<file path="config.mk">
export PLATFORM = sky130hd
export DESIGN_NAME = cell_port_initiator
export DESIGN_NICKNAME = d
export VERILOG_FILES = /design/src/rtl/cell_port_pkg.sv /design/src/rtl/pair_buffer.sv /design/src/rtl/cell_port_initiator.sv
export VERILOG_INCLUDE_DIRS = /design/src /design/src/rtl
export SDC_FILE = /design/constraint.sdc
export NUM_CORES = 1
export LEC_CHECK = 0
export BUFFER_PORTS_ARGS = -buffer_cell sky130_fd_sc_hd__buf_4
export CORE_UTILIZATION = 54
export DETAILED_ROUTE_END_ITERATION = 8
export GPL_TIMING_DRIVEN = 0
export HOLD_SLACK_MARGIN = 0.06
export PLACE_DENSITY = 0.79
export SLEW_MARGIN = 40
export SYNTH_ARGS = -nofsm -noshare
export SYNTH_HDL_FRONTEND = slang
export SYNTH_HIERARCHICAL = 1
export SYNTH_SLANG_ARGS = --single-unit
export TNS_END_PERCENT = 50
</file>
<file path="constraint.sdc">
create_clock -name clk_i -period 4.78 [get_ports clk_i]
set_input_delay 0.717 -clock clk_i [delete_from_list [all_inputs] [get_ports clk_i]]
set_output_delay 0.717 -clock clk_i [all_outputs]
set_load 0.01 [all_outputs]
</file>
<file path="src/rtl/cell_port_cfg.svh">
// constants for the request/response cell port initiator
`ifndef CELL_PORT_CFG_SVH
`define CELL_PORT_CFG_SVH

// link field widths
`define CP_DATA_W      32
`define CP_ADDR_W      32
`define CP_BE_W        4
`define CP_PLEN_W      9
`define CP_CLEN_W      8
`define CP_CELL_BYTES  3'h4

// command codes
`define CP_CMD_NOP     2'h0
`define CP_CMD_READ    2'h1
`define CP_CMD_WRITE   2'h2
`define CP_CMD_LOCKRD  2'h3

// packet tracker depth and its index width
`define CP_TRK_DEPTH   4
`define CP_TRK_AW      2
`define CP_CIDX_W      10

// answer buffer: word = {seq_err, last, error, data}
`define CP_BUF_W       35
`define CP_BUF_DEPTH   2
`define CP_BUF_ERR_BIT 32
`define CP_BUF_EOP_BIT 33
`define CP_BUF_SEQ_BIT 34

`endif

</file>
<file path="src/rtl/cell_port_pkg.sv">
// types shared by the cell port initiator files
package cell_port_pkg;
  typedef enum logic [1:0] {
    ST_IDLE = 2'b00,
    ST_PREP = 2'b01,
    ST_SEND = 2'b10
  } req_state_t;

  typedef logic [1:0]  cmd_t;
  typedef logic [31:0] addr_t;
  typedef logic [31:0] data_t;
  typedef logic [8:0]  plen_t;
  typedef logic [7:0]  clen_t;
endpackage : cell_port_pkg

</file>
<file path="src/rtl/pair_buffer.sv">
// small valid/ready buffer, two entries by default
`timescale 1ns/100ps
`default_nettype none
module pair_buffer #(
  parameter int WIDTH = 35,
  parameter int DEPTH = 2
) (
  // clock and reset
  input  wire logic             clk_i,
  input  wire logic             rst_i,
  // filling side
  input  wire logic             in_valid_i,
  output logic                  in_ready_o,
  input  wire logic [WIDTH-1:0] in_data_i,
  // draining side
  output logic                  out_valid_o,
  input  wire logic             out_ready_i,
  output logic      [WIDTH-1:0] out_data_o
);
  localparam int AW = (DEPTH > 1) ? $clog2(DEPTH) : 1;

  logic [WIDTH-1:0] mem_ff [DEPTH];
  logic [AW-1:0]    wr_ptr_ff;
  logic [AW-1:0]    rd_ptr_ff;
  logic [AW:0]      count_ff;
  logic             push;
  logic             pop;

  // honest full and empty from the fill count
  assign in_ready_o  = (count_ff != (AW+1)'(DEPTH));
  assign out_valid_o = (count_ff != '0);
  assign out_data_o  = mem_ff[rd_ptr_ff];
  assign push        = in_valid_i & in_ready_o;
  assign pop         = out_valid_o & out_ready_i;

  // storage, no reset needed on data
  always_ff @(posedge clk_i) begin
    if (push) begin
      mem_ff[wr_ptr_ff] <= in_data_i;
    end
  end

  // pointers wrap at depth
  always_ff @(posedge clk_i) begin
    if (rst_i) begin
      wr_ptr_ff <= '0;
      rd_ptr_ff <= '0;
    end else begin
      if (push) begin
        wr_ptr_ff <= (wr_ptr_ff == AW'(DEPTH-1)) ? '0 : wr_ptr_ff + 1'b1;
      end
      if (pop) begin
        rd_ptr_ff <= (rd_ptr_ff == AW'(DEPTH-1)) ? '0 : rd_ptr_ff + 1'b1;
      end
    end
  end

  // occupancy
  always_ff @(posedge clk_i) begin
    if (rst_i) begin
      count_ff <= '0;
    end else if (push && !pop) begin
      count_ff <= count_ff + 1'b1;
    end else if (pop && !push) begin
      count_ff <= count_ff - 1'b1;
    end
  end
endmodule : pair_buffer
`default_nettype wire

</file>
<file path="src/rtl/cell_port_initiator.sv">
// initiator end of the request/response cell port
//
// Overview of operation
// every link signal sampled on rising clk; cell fields count only with valid
// last cell of each packet carries end-of-packet 1, earlier cells carry 0
// writes carry write data per cell; response read data is ignored
// write responses only carry the error flag, one per request cell
// fresh address, byte enables and write data presented on every cell
// no-operation uses command 00; no data on requests or responses
// locked read makes target lock locations until same initiator accesses them
// chain length counts packets still to follow; 0 marks the last
// fixed chain keeps opcode; addresses continue across packets per mode
// target may merge a fixed chain but still answers every packet
// an address goes with every cell; no flags means no address relation
// contiguous mode: next address is previous plus bytes previously moved
// wrap mode: increment low A+1 bits only, no carry beyond bit A
// constant mode: address equals start address over packet and chain
// one response packet per request packet, in request order
// response packet has as many cells as its request, same order
// command valid and cell contents held until the cell transfers
// target-select address bits constant over a packet; a contiguous or no-flag step can carry into them
// command, mode flags and packet length constant within a packet
// chain fields constant in a packet; chain length drops by one per packet
// wrap never without contiguous, never with non power of two length
// no byte enables outside the packet's address and length range
// target should hold command acknowledge until the next cycle
// valid signals low while reset is active; cmdval_o only drops at the first rising clk with reset high
// a cell moves on each edge where its valid and acknowledge are both high
`include "cell_port_cfg.svh"
`timescale 1ns/100ps
`default_nettype none
module cell_port_initiator (
  // clock and reset
  input  wire logic                 clk_i,
  input  wire logic                 rst_i,
  // user request
  input  wire logic                 req_valid_i,
  output logic                      req_ready_o,
  input  wire cell_port_pkg::cmd_t  req_cmd_i,
  input  wire cell_port_pkg::addr_t req_addr_i,
  input  wire cell_port_pkg::plen_t req_plen_i,
  input  wire logic                 req_contig_i,
  input  wire logic                 req_wrap_i,
  input  wire logic                 req_const_i,
  input  wire cell_port_pkg::clen_t req_clen_i,
  input  wire logic                 req_cfixed_i,
  output logic                      req_bad_o,
  output logic                      busy_o,
  // user write data
  input  wire logic                 wr_valid_i,
  output logic                      wr_ready_o,
  input  wire cell_port_pkg::data_t wr_data_i,
  // user read answer
  output logic                      rd_valid_o,
  input  wire logic                 rd_ready_i,
  output cell_port_pkg::data_t      rd_data_o,
  output logic                      rd_error_o,
  output logic                      rd_last_o,
  output logic                      rd_seq_err_o,
  // link request channel
  output logic                      cmdval_o,
  input  wire logic                 cmdack_i,
  output cell_port_pkg::addr_t      address_o,
  output logic [`CP_BE_W-1:0]       be_o,
  output cell_port_pkg::cmd_t       cmd_o,
  output logic                      contig_o,
  output logic                      wrap_o,
  output logic                      const_flag_o,
  output cell_port_pkg::plen_t      plen_o,
  output logic                      eop_o,
  output cell_port_pkg::clen_t      clen_o,
  output logic                      cfixed_o,
  output cell_port_pkg::data_t      wdata_o,
  // link response channel
  input  wire logic                 rspval_i,
  output logic                      rspack_o,
  input  wire cell_port_pkg::data_t rdata_i,
  input  wire logic                 reop_i,
  input  wire logic                 rerror_i
);
  import cell_port_pkg::*;

  // bytes one cell moves from a lane offset, capped by what remains
  function automatic logic [2:0] cell_bytes(input logic [1:0] lo, input plen_t rem);
    logic [2:0] room;
    room = `CP_CELL_BYTES - {1'b0, lo};
    if (rem < {6'h0, room}) begin
      cell_bytes = rem[2:0];
    end else begin
      cell_bytes = room;
    end
  endfunction : cell_bytes

  // byte enables covering exactly the bytes that cell moves
  function automatic logic [3:0] cell_be(input logic [1:0] lo, input plen_t rem);
    logic [4:0] m;
    m = (5'h01 << cell_bytes(lo, rem)) - 5'h01;
    cell_be = 4'(m[3:0] << lo);
  endfunction : cell_be

  // address of the following cell for the current mode
  function automatic addr_t next_addr(input addr_t a, input logic [2:0] n,
                                      input logic cst, input logic wrp,
                                      input plen_t pl);
    addr_t m;
    addr_t s;
    m = 32'({pl, 1'b0}) - 32'h1;
    s = a + 32'(n);
    if (cst) begin
      next_addr = a;
    end else if (wrp) begin
      next_addr = (a & ~m) | (s & m);
    end else begin
      next_addr = s;
    end
  endfunction : next_addr

  req_state_t state_ff;
  req_state_t nxt_state;
  addr_t      addr_ff;
  plen_t      rem_ff;
  logic       first_ff;
  logic [`CP_BE_W-1:0] be_ff;
  logic       eop_ff;
  data_t      wdata_ff;
  cmd_t       cmd_ff;
  logic       contig_ff;
  logic       wrap_ff;
  logic       const_ff;
  plen_t      plen_ff;
  clen_t      clen_ff;
  logic       cfixed_ff;
  logic       bad_ff;

  // packet tracker: end-cell index and command of each sent packet
  logic [`CP_CIDX_W-1:0] trk_end_ff [`CP_TRK_DEPTH];
  cmd_t                  trk_cmd_ff [`CP_TRK_DEPTH];
  logic [`CP_TRK_AW-1:0] trk_wr_ff;
  logic [`CP_TRK_AW-1:0] trk_rd_ff;
  logic [`CP_TRK_AW:0]   trk_cnt_ff;
  logic [`CP_CIDX_W-1:0] sent_ff;
  logic [`CP_CIDX_W-1:0] rcvd_ff;

  logic       is_write;
  logic       flags_ok;
  logic       cell_done;
  logic       pkt_done;
  logic       trk_full;
  logic       trk_pop;
  logic       rsp_take;
  logic       seq_err;
  cmd_t       rsp_cmd;
  logic [2:0] cur_bytes;
  logic [`CP_BUF_W-1:0] buf_in;
  logic [`CP_BUF_W-1:0] buf_out;
  logic       buf_ready;

  assign is_write  = (cmd_ff == `CP_CMD_WRITE);
  assign cur_bytes = cell_bytes(addr_ff[1:0], rem_ff);
  // nonzero length; wrap only with contiguous and a power of two length
  assign flags_ok  = (req_plen_i != '0) &&
                     (!req_wrap_i || (req_contig_i &&
                      ((req_plen_i & (req_plen_i - 9'h1)) == '0)));
  assign cell_done = cmdval_o & cmdack_i;
  assign pkt_done  = cell_done & eop_ff;
  assign trk_full  = (trk_cnt_ff == (`CP_TRK_AW+1)'(`CP_TRK_DEPTH));

  // handshake outputs decoded from state
  assign req_ready_o = (state_ff == ST_IDLE);
  assign cmdval_o    = (state_ff == ST_SEND);
  assign wr_ready_o  = (state_ff == ST_PREP) && is_write && !(first_ff && trk_full);
  assign busy_o      = (state_ff != ST_IDLE) || (trk_cnt_ff != '0);
  assign req_bad_o   = bad_ff;

  // link fields straight from the held cell registers
  assign address_o    = addr_ff;
  assign be_o         = be_ff;
  assign cmd_o        = cmd_ff;
  assign contig_o     = contig_ff;
  assign wrap_o       = wrap_ff;
  assign const_flag_o = const_ff;
  assign plen_o       = plen_ff;
  assign eop_o        = eop_ff;
  assign clen_o       = clen_ff;
  assign cfixed_o     = cfixed_ff;
  assign wdata_o      = wdata_ff;

  // sequencing: idle, set up a cell, present it until acknowledged
  always_comb begin
    nxt_state = state_ff;
    case (state_ff)
      ST_IDLE: begin
        if (req_valid_i && flags_ok) begin
          nxt_state = ST_PREP;
        end
      end
      ST_PREP: begin
        // a new packet waits for tracker room; a write waits for data
        if (!(first_ff && trk_full) && (!is_write || wr_valid_i)) begin
          nxt_state = ST_SEND;
        end
      end
      ST_SEND: begin
        if (cell_done) begin
          if (eop_ff && clen_ff == '0) begin
            nxt_state = ST_IDLE;
          end else begin
            nxt_state = ST_PREP;
          end
        end
      end
      default: nxt_state = ST_IDLE;
    endcase
  end

  always_ff @(posedge clk_i) begin
    if (rst_i) begin
      state_ff <= ST_IDLE;
    end else begin
      state_ff <= nxt_state;
    end
  end

  // refused request: one-cycle pulse, nothing goes on the link
  always_ff @(posedge clk_i) begin
    if (rst_i) begin
      bad_ff <= 1'b0;
    end else begin
      bad_ff <= (state_ff == ST_IDLE) && req_valid_i && !flags_ok;
    end
  end

  // packet header, held over the whole chain; only the chain length counts down
  always_ff @(posedge clk_i) begin
    if (rst_i) begin
      cmd_ff    <= `CP_CMD_NOP;
      contig_ff <= 1'b0;
      wrap_ff   <= 1'b0;
      const_ff  <= 1'b0;
      plen_ff   <= '0;
      clen_ff   <= '0;
      cfixed_ff <= 1'b0;
    end else if (state_ff == ST_IDLE && req_valid_i && flags_ok) begin
      cmd_ff    <= req_cmd_i;
      contig_ff <= req_contig_i;
      wrap_ff   <= req_wrap_i;
      const_ff  <= req_const_i;
      plen_ff   <= req_plen_i;
      clen_ff   <= req_clen_i;
      cfixed_ff <= req_cfixed_i;
    end else if (pkt_done && clen_ff != '0) begin
      clen_ff <= clen_ff - 8'h01;
    end
  end

  // address and remaining bytes advance only on a transfer
  always_ff @(posedge clk_i) begin
    if (rst_i) begin
      addr_ff  <= '0;
      rem_ff   <= '0;
      first_ff <= 1'b0;
    end else if (state_ff == ST_IDLE && req_valid_i && flags_ok) begin
      addr_ff  <= req_addr_i;
      rem_ff   <= req_plen_i;
      first_ff <= 1'b1;
    end else if (cell_done) begin
      // chains carry on in the packet's own mode; a contiguous step can carry into the top bits
      addr_ff  <= next_addr(addr_ff, cur_bytes, const_ff, wrap_ff,
                            plen_ff);
      rem_ff   <= eop_ff ? plen_ff : rem_ff - 9'(cur_bytes);
      first_ff <= eop_ff;
    end else if (state_ff == ST_SEND) begin
      first_ff <= 1'b0;
    end
  end

  // cell contents latched once so they stay put while waiting
  always_ff @(posedge clk_i) begin
    if (rst_i) begin
      be_ff    <= '0;
      eop_ff   <= 1'b0;
      wdata_ff <= '0;
    end else if (state_ff == ST_PREP && nxt_state == ST_SEND) begin
      be_ff    <= (cmd_ff == `CP_CMD_NOP) ? '0 :
                  cell_be(addr_ff[1:0], rem_ff);
      eop_ff   <= (rem_ff == 9'(cur_bytes));
      wdata_ff <= is_write ? wr_data_i : '0;
    end
  end

  // request cells counted so answers can be matched to packets
  always_ff @(posedge clk_i) begin
    if (rst_i) begin
      sent_ff <= '0;
    end else if (cell_done) begin
      sent_ff <= sent_ff + 1'b1;
    end
  end

  // tracker entries written at each packet end
  always_ff @(posedge clk_i) begin
    if (pkt_done) begin
      trk_end_ff[trk_wr_ff] <= sent_ff;
      trk_cmd_ff[trk_wr_ff] <= cmd_ff;
    end
  end

  assign rsp_take = rspval_i & rspack_o;
  assign trk_pop  = rsp_take & reop_i & (trk_cnt_ff != '0);

  always_ff @(posedge clk_i) begin
    if (rst_i) begin
      trk_wr_ff  <= '0;
      trk_rd_ff  <= '0;
      trk_cnt_ff <= '0;
    end else begin
      if (pkt_done) begin
        trk_wr_ff <= trk_wr_ff + 1'b1;
      end
      if (trk_pop) begin
        trk_rd_ff <= trk_rd_ff + 1'b1;
      end
      if (pkt_done && !trk_pop) begin
        trk_cnt_ff <= trk_cnt_ff + 1'b1;
      end else if (trk_pop && !pkt_done) begin
        trk_cnt_ff <= trk_cnt_ff - 1'b1;
      end
    end
  end

  // response cells counted in the same numbering as request cells
  always_ff @(posedge clk_i) begin
    if (rst_i) begin
      rcvd_ff <= '0;
    end else if (rsp_take) begin
      rcvd_ff <= rcvd_ff + 1'b1;
    end
  end

  // answer must not run ahead of requests, and its end must match
  always_comb begin
    seq_err = 1'b0;
    if (rcvd_ff == sent_ff) begin
      seq_err = 1'b1;
    end else if (trk_cnt_ff != '0) begin
      seq_err = reop_i ^ (rcvd_ff == trk_end_ff[trk_rd_ff]);
    end else begin
      seq_err = reop_i;
    end
  end

  // head packet's command, or the one still going out
  assign rsp_cmd = (trk_cnt_ff != '0) ? trk_cmd_ff[trk_rd_ff] : cmd_ff;

  // read data only kept for reads; writes and no-ops answer error only
  assign buf_in = {seq_err, reop_i, rerror_i,
                   (rsp_cmd == `CP_CMD_READ || rsp_cmd == `CP_CMD_LOCKRD) ?
                   rdata_i : 32'h0};

  // acknowledge only with buffer room, so a stalled user loses nothing
  assign rspack_o = buf_ready & !rst_i;

  pair_buffer #(
    .WIDTH (`CP_BUF_W),
    .DEPTH (`CP_BUF_DEPTH)
  ) u_answer_buf (
    .clk_i       (clk_i),
    .rst_i       (rst_i),
    .in_valid_i  (rspval_i),
    .in_ready_o  (buf_ready),
    .in_data_i   (buf_in),
    .out_valid_o (rd_valid_o),
    .out_ready_i (rd_ready_i),
    .out_data_o  (buf_out)
  );

  // unpack the buffered answer word
  assign rd_data_o    = buf_out[31:0];
  assign rd_error_o   = buf_out[`CP_BUF_ERR_BIT];
  assign rd_last_o    = buf_out[`CP_BUF_EOP_BIT];
  assign rd_seq_err_o = buf_out[`CP_BUF_SEQ_BIT];
endmodule : cell_port_initiator
`default_nettype wire

</file>
* Word-level counts from Yosys, hierarchy flattened
Memory sizes are Yosys's and may differ from the RTL's. A register that Yosys moved wholly into a read port is not among the register bits.
Index checks and enable logic that the tools add are counted.
** Storage, ports and cells
- Word-level logic and storage cells :: 159
- Input bits :: 128
- Memory bits (writable) :: 118
- Flip-flop bits (word level) :: 136
- Memories :: 3
** Operators by class
- Mux-type cells :: 42
- Reductions and logical operators :: 45
- Bitwise logic cells :: 14
- Add/subtract/negate cells :: 17
- Eq/ne operators :: 12
- $lt $le $gt $ge :: 1
- Shift operators :: 2
** Memories
- u_answer_buf.mem_ff :: words 2, width 35, rd ports 1, clocked after Yosys merged registers in 1, write ports 1, RTL line pair_buffer.sv:22 : logic [WIDTH-1:0] mem_ff [DEPTH];
- trk_end_ff :: words 4, width 10, rd ports 1, clocked after Yosys merged registers in 1, write ports 1, RTL line cell_port_initiator.sv:136 : logic [`CP_CIDX_W-1:0] trk_end_ff [`CP_TRK_DEPTH];
- trk_cmd_ff :: words 4, width 2, rd ports 1, clocked after Yosys merged registers in 1, write ports 1, RTL line cell_port_initiator.sv:137 : cmd_t trk_cmd_ff [`CP_TRK_DEPTH];
** Operator list (count)
- 32-bit two-way mux :: 6
- 32-bit bitwise AND :: 2
- 32-bit by 3-bit adder with 32-bit output :: 1
- 32-bit NOT :: 1
- 32-bit bitwise OR :: 1
- 9-bit two-way mux :: 3
- 10-bit by 1-bit adder with 10-bit output (second input constant) :: 2
- 10-bit equality test :: 2
- 2-bit two-way mux :: 10
- 1-bit logical AND :: 17
- 8-bit two-way mux :: 2
- 3-bit two-way mux :: 5
- 1-bit two-way mux :: 14
- 2-bit nonzero test :: 6
- 10-bit by 1-bit subtractor with 11-bit output (second input constant) :: 1
- 9-bit bitwise AND :: 1
- 9-bit by 3-bit equality test with 1-bit output :: 1
- 1-bit zero test :: 9
- 9-bit zero test :: 1
- 9-bit by 3-bit < comparator with 1-bit output :: 1
- 9-bit nonzero test :: 1
- 9-bit by 1-bit subtractor with 9-bit output (second input constant) :: 1
- 9-bit by 3-bit subtractor with 9-bit output :: 1
- 1-bit bitwise AND :: 8
- other kinds (24) :: 36

* Logic depth before layout (Yosys ltp)
- Word-level depth :: 17
- Gate-level depth with buffers :: 18

* Modules after synthesis
The synthesis kept the hierarchy.
** Modules (own cells, without submodules)
- cell_port_initiator :: instances 1, cells each 966, area an instance 8876.0 µm²
- pair_buffer :: instances 1, cells each 133, area an instance 2738.9 µm²

* Least setup slack after synthesis
OpenSTA, ideal clock, no wires.
- Kind :: reg2reg
- Start :: reg addr_ff[0] (netlist: address_o[0])
- End :: reg (tool-made name)
- Data required time :: 4706 ps
- Data arrival time :: 4186 ps
- Stages on the path, launching flop included :: 18
- Path slack :: 519 ps
- Library setup time :: 74 ps
- Path through :: dfxtp_1 > inv_1 > ha_1 > inv_1 > ha_1 > a21oi_1 > o21ai_0 > o21ai_0 > ha_1 > inv_1 > fa_1 > nor2b_1 > o21ai_0 > or4b_1 > buf_2 > or2_2 > or3_1 > a31oi_1
** RTL lines
- start: declaration :: RTL line cell_port_initiator.sv:120 : addr_t addr_ff;
- start signal: assignment :: RTL line cell_port_initiator.sv:263 : addr_ff <= req_addr_i;
- start signal: assignment :: RTL line cell_port_initiator.sv:268 : addr_ff <= next_addr(addr_ff, cur_bytes, const_ff, wrap_ff,

==> results.json <==
{
  "seq_power_share_pct": 44.6,
  "antenna_left": 0,
  "seqCellArea_sq_mm": 0.00621,
  "critPathArrivalTime_ps": 5000,
  "cts_buffer_depth": 3,
  "viasPerCell": 5.65,
  "synth_fp_nets": 1249,
  "p_per_area_mw_per_mm2": 376,
  "clkTransAtPathRegs_ps": 60,
  "pin_count": 262,
  "status": "finished, final reports clean",
  "irDropWorstVdd_v": 0.000258,
  "p_int_w": 0.00410,
  "wl_per_cell_um": 18.4,
  "maxCapViolCount": 0,
  "synthXorXnorAreaFrac_pct": 6.86,
  "synthAdderAreaFrac_pct": 2.56,
  "synth_top_family_by_area": "simple AND/OR/NAND/NOR gates",
  "synth_flop_cell": "dfxtp_1",
  "path_delay_family": "simple AND/OR/NAND/NOR gates",
  "antenna_cells": 0,
  "cp-end-kind": "register",
  "yosysUniqueCellTypes": 59,
  "n_fill_cell": 1589,
  "utilization_pct": 70.3,
  "cts_tree": "done",
  "grt_pass1_vias": 9386,
  "final_cell_mix": "buf_4, dfxtp_1, nand2_1",
  "dieHeight_um": 149,
  "cts_root_buf": "clkbuf_16",
  "final_common_cell": "buf_4",
  "grt_max_degree": 36,
  "area_growth_pct": 27.6,
  "dp_hpwl_mm": 22.6,
  "worstMarginPinSlew_ps": 802,
  "rsz0062_at_grt": "no",
  "route.vias.total": 9524,
  "clockPowerShare_pct": 36.4,
  "mappedNetlistArea_sq_mm": 0.0116,
  "io_buffers": 261,
  "drive_gt1_share_pct": 28.0,
  "multi_input_area_sq_mm": 0.00504,
  "core-area_sq_mm": 0.0211,
  "start_kind": "register",
  "clock-sinks": 253,
  "synth_compound_area_share_pct": 10.4,
  "grt.overflow.total": 0,
  "crit_chain": "inv_1, ha_1, inv_1, ha_1, a21oi_2, o21ai_2, o21ai_1, ha_1, inv_1, fa_1, nor2b_1, o21ai_1, or4b_1, buf_2, or2_2, or3_1, a31oi_1",
  "relSlewSlack_pct": 46.4,
  "holdWs_ps": 379,
  "finalClockSkew_ps": 17.0,
  "synth-edff-count": 114,
  "final_area_sq_mm": 0.0148,
  "routed_wl_mm": 31.0,
  "finalNetCount": 1540,
  "syn-instance-count": 1099,
  "finalSetupViolations": 0,
  "slowest_stage": "or4b_1",
  "path_buf_inv": 4,
  "die_area_sq_mm": 0.0221,
  "seq_area_frac_synth_pct": 53.4,
  "drc": 0,
  "drt_iter0_drc": 715,
  "grt_pass1_wl_mm": 48.1,
  "switching_share_pct": 26.4,
  "fmax_ghz": 0.221,
  "first_pass_iters": 5,
  "syn_avg_cell_area_sq_um": 10.6,
  "async_reset_ff_share_pct": 0,
  "setup_tns_ps": 0,
  "numCtsBuffers": 27,
  "slew_violations": 0,
  "synth_seq_cells": 253,
  "slowest_delay_ps": 540,
  "p_total_w": 0.00557,
  "leakage_nw": 5.61,
  "antenna_found_initial": 0,
  "finalHoldViolCount": 0,
  "start_util_pct": 55.1,
  "critPathMaxFanout": 9,
  "routabilityCongestion": 0.930,
  "worst-setup-path-type": "register to register",
  "power_switching_w": 0.00147,
  "synthSimpleGateAreaFrac_pct": 17.3,
  "htreeDepth": 1,
  "post-route-period-util_pct": 94.8,
  "muxShareOfSynthArea_pct": 6.06,
  "ys_warn_count": 6,
  "cp_data_required_time_ps": 5250,
  "die_w_um": 149,
  "rows": 53,
  "hp-class": "primary input to register",
  "period_needed_ps": 4530,
  "worst_skew_pair.late_latency_ps": 550,
  "p_comb_share_pct": 19.1,
  "place_area_sq_mm": 0.0140,
  "grt_usage_pct": 27.7
}
synth_stat cells, types with 3 or more instances:
| cell | instances | area (sq um) |
|---|---|---|
| nor3_1 | 23 | 115 |
| fa_1 | 3 | 60.1 |
| a21oi_1 | 72 | 360 |
| a211oi_1 | 16 | 120 |
| a211oi_2 | 20 | 250 |
| o211ai_1 | 7 | 52.6 |
| nor2b_1 | 37 | 231 |
| ha_1 | 19 | 238 |
| nand4_1 | 10 | 62.6 |
| a31oi_1 | 15 | 93.8 |
| and3_1 | 15 | 93.8 |
| and4_1 | 4 | 35.0 |
| buf_6 | 3 | 33.8 |
| or3_1 | 10 | 62.6 |
| o21ai_0 | 25 | 125 |
| mux2_2 | 37 | 417 |
| nand2_1 | 119 | 447 |
| inv_1 | 35 | 131 |
| buf_2 | 10 | 50.1 |
| buf_1 | 3 | 11.3 |
| or4_1 | 5 | 37.5 |
| edfxtp_1 | 114 | 3420 |
| nor4_1 | 12 | 75.1 |
| a311oi_1 | 3 | 26.3 |
| nor2_1 | 85 | 319 |
| or2_2 | 4 | 25.0 |
| xor2_1 | 30 | 263 |
| mux4_2 | 11 | 248 |
| dfxtp_1 | 139 | 2780 |
| nand3_1 | 56 | 280 |
| and2_1 | 6 | 37.5 |
| nand3b_1 | 5 | 37.5 |
| mux2i_1 | 4 | 40.0 |
| clkbuf_1 | 43 | 161 |
| xnor2_1 | 61 | 534 |
| nand2b_1 | 6 | 37.5 |
per-layer routing:
layer / share of wire (%) / GRT usage (%)
met5: 0 / 0
met4: 4.2 / 12.2
met3: 6.8 / 5.15
met2: 49 / 46.0
met1: 40 / 35.2
worst register-to-register path, delay by kind of cell, from the launching register on:
kind            cells  cell delay (ps)
compound gates      5              920
flops               1              470
fa+ha+maj           4             1250
simple gates        4             1270
buf+inv             4              540
logic make-up (layout without fill, tap and decap cells):
| kind of cell | count (synthesis) | after routing |
|---|---|---|
| xor gates and xnor gates | 91 | 91 |
| DFF | 253 | 253 |
| muxes | 52 | 52 |
| buffers and inverters | 95 | 406 |
| adders and majority gates | 22 | 22 |
| AOI/OAI and AO/OA | 178 | 178 |
| and+or+nand+nor | 408 | 408 |
metrics by stage:
stage | worst slack, ps | instances
6_report | 250 | 1685
5_1_grt | 36.0 | 1685
4_1_cts | 10.9 | 1685
3_5_place_dp | -88.5 | 1636
3_3_place_gp | 6.65 | 1635
2_1_floorplan | 519 | 1099
power by group through the flow:
stage                     Clock [W]  Sequential [W]  Combinational [W]
final                       0.00203         0.00248            0.00106
after global routing        0.00213         0.00249            0.00114
after CTS                   0.00204         0.00248            0.00106
after detailed placement          0         0.00253            0.00105
after global placement            0         0.00252            0.00102
after floorplan                   0         0.00251           0.000591
final cells by class:
cell class | count | share of cell area (%)
Sequential cell | 253 | 41.9
Multi-Input combinational cell | 751 | 34.0
Timing Repair Buffer | 262 | 13.4
Clock buffer | 39 | 5.00
Tap cell | 275 | 2.32
Buffer | 59 | 1.74
Inverter | 36 | 0.912
Clock inverter | 10 | 0.760
path summary, 6_finish.rpt:
path,start,to,slack [ps],cells after the start
setup / recovery,register,register,250,17
hold / removal,rerror_i,u_answer_buf/mem_ff[0][32]$_DFFE_PP_,380,1
setup reg to reg,register,register,250,17
hold reg to reg,wdata_o[16]$_SDFFE_PP0P_,wdata_o[16]$_SDFFE_PP0P_,450,2
repair_timing:
action / 4_1_cts / 5_1_grt
endpoints found under the setup margin: 2 / 20
pin swaps: 0 / 0
hold endpoints to repair: 0 / 0
gates resized for setup: 3 / 4
setup buffers: 0 / 0
hold buffers: 0 / 0
Power figures use the tool's default switching activity.
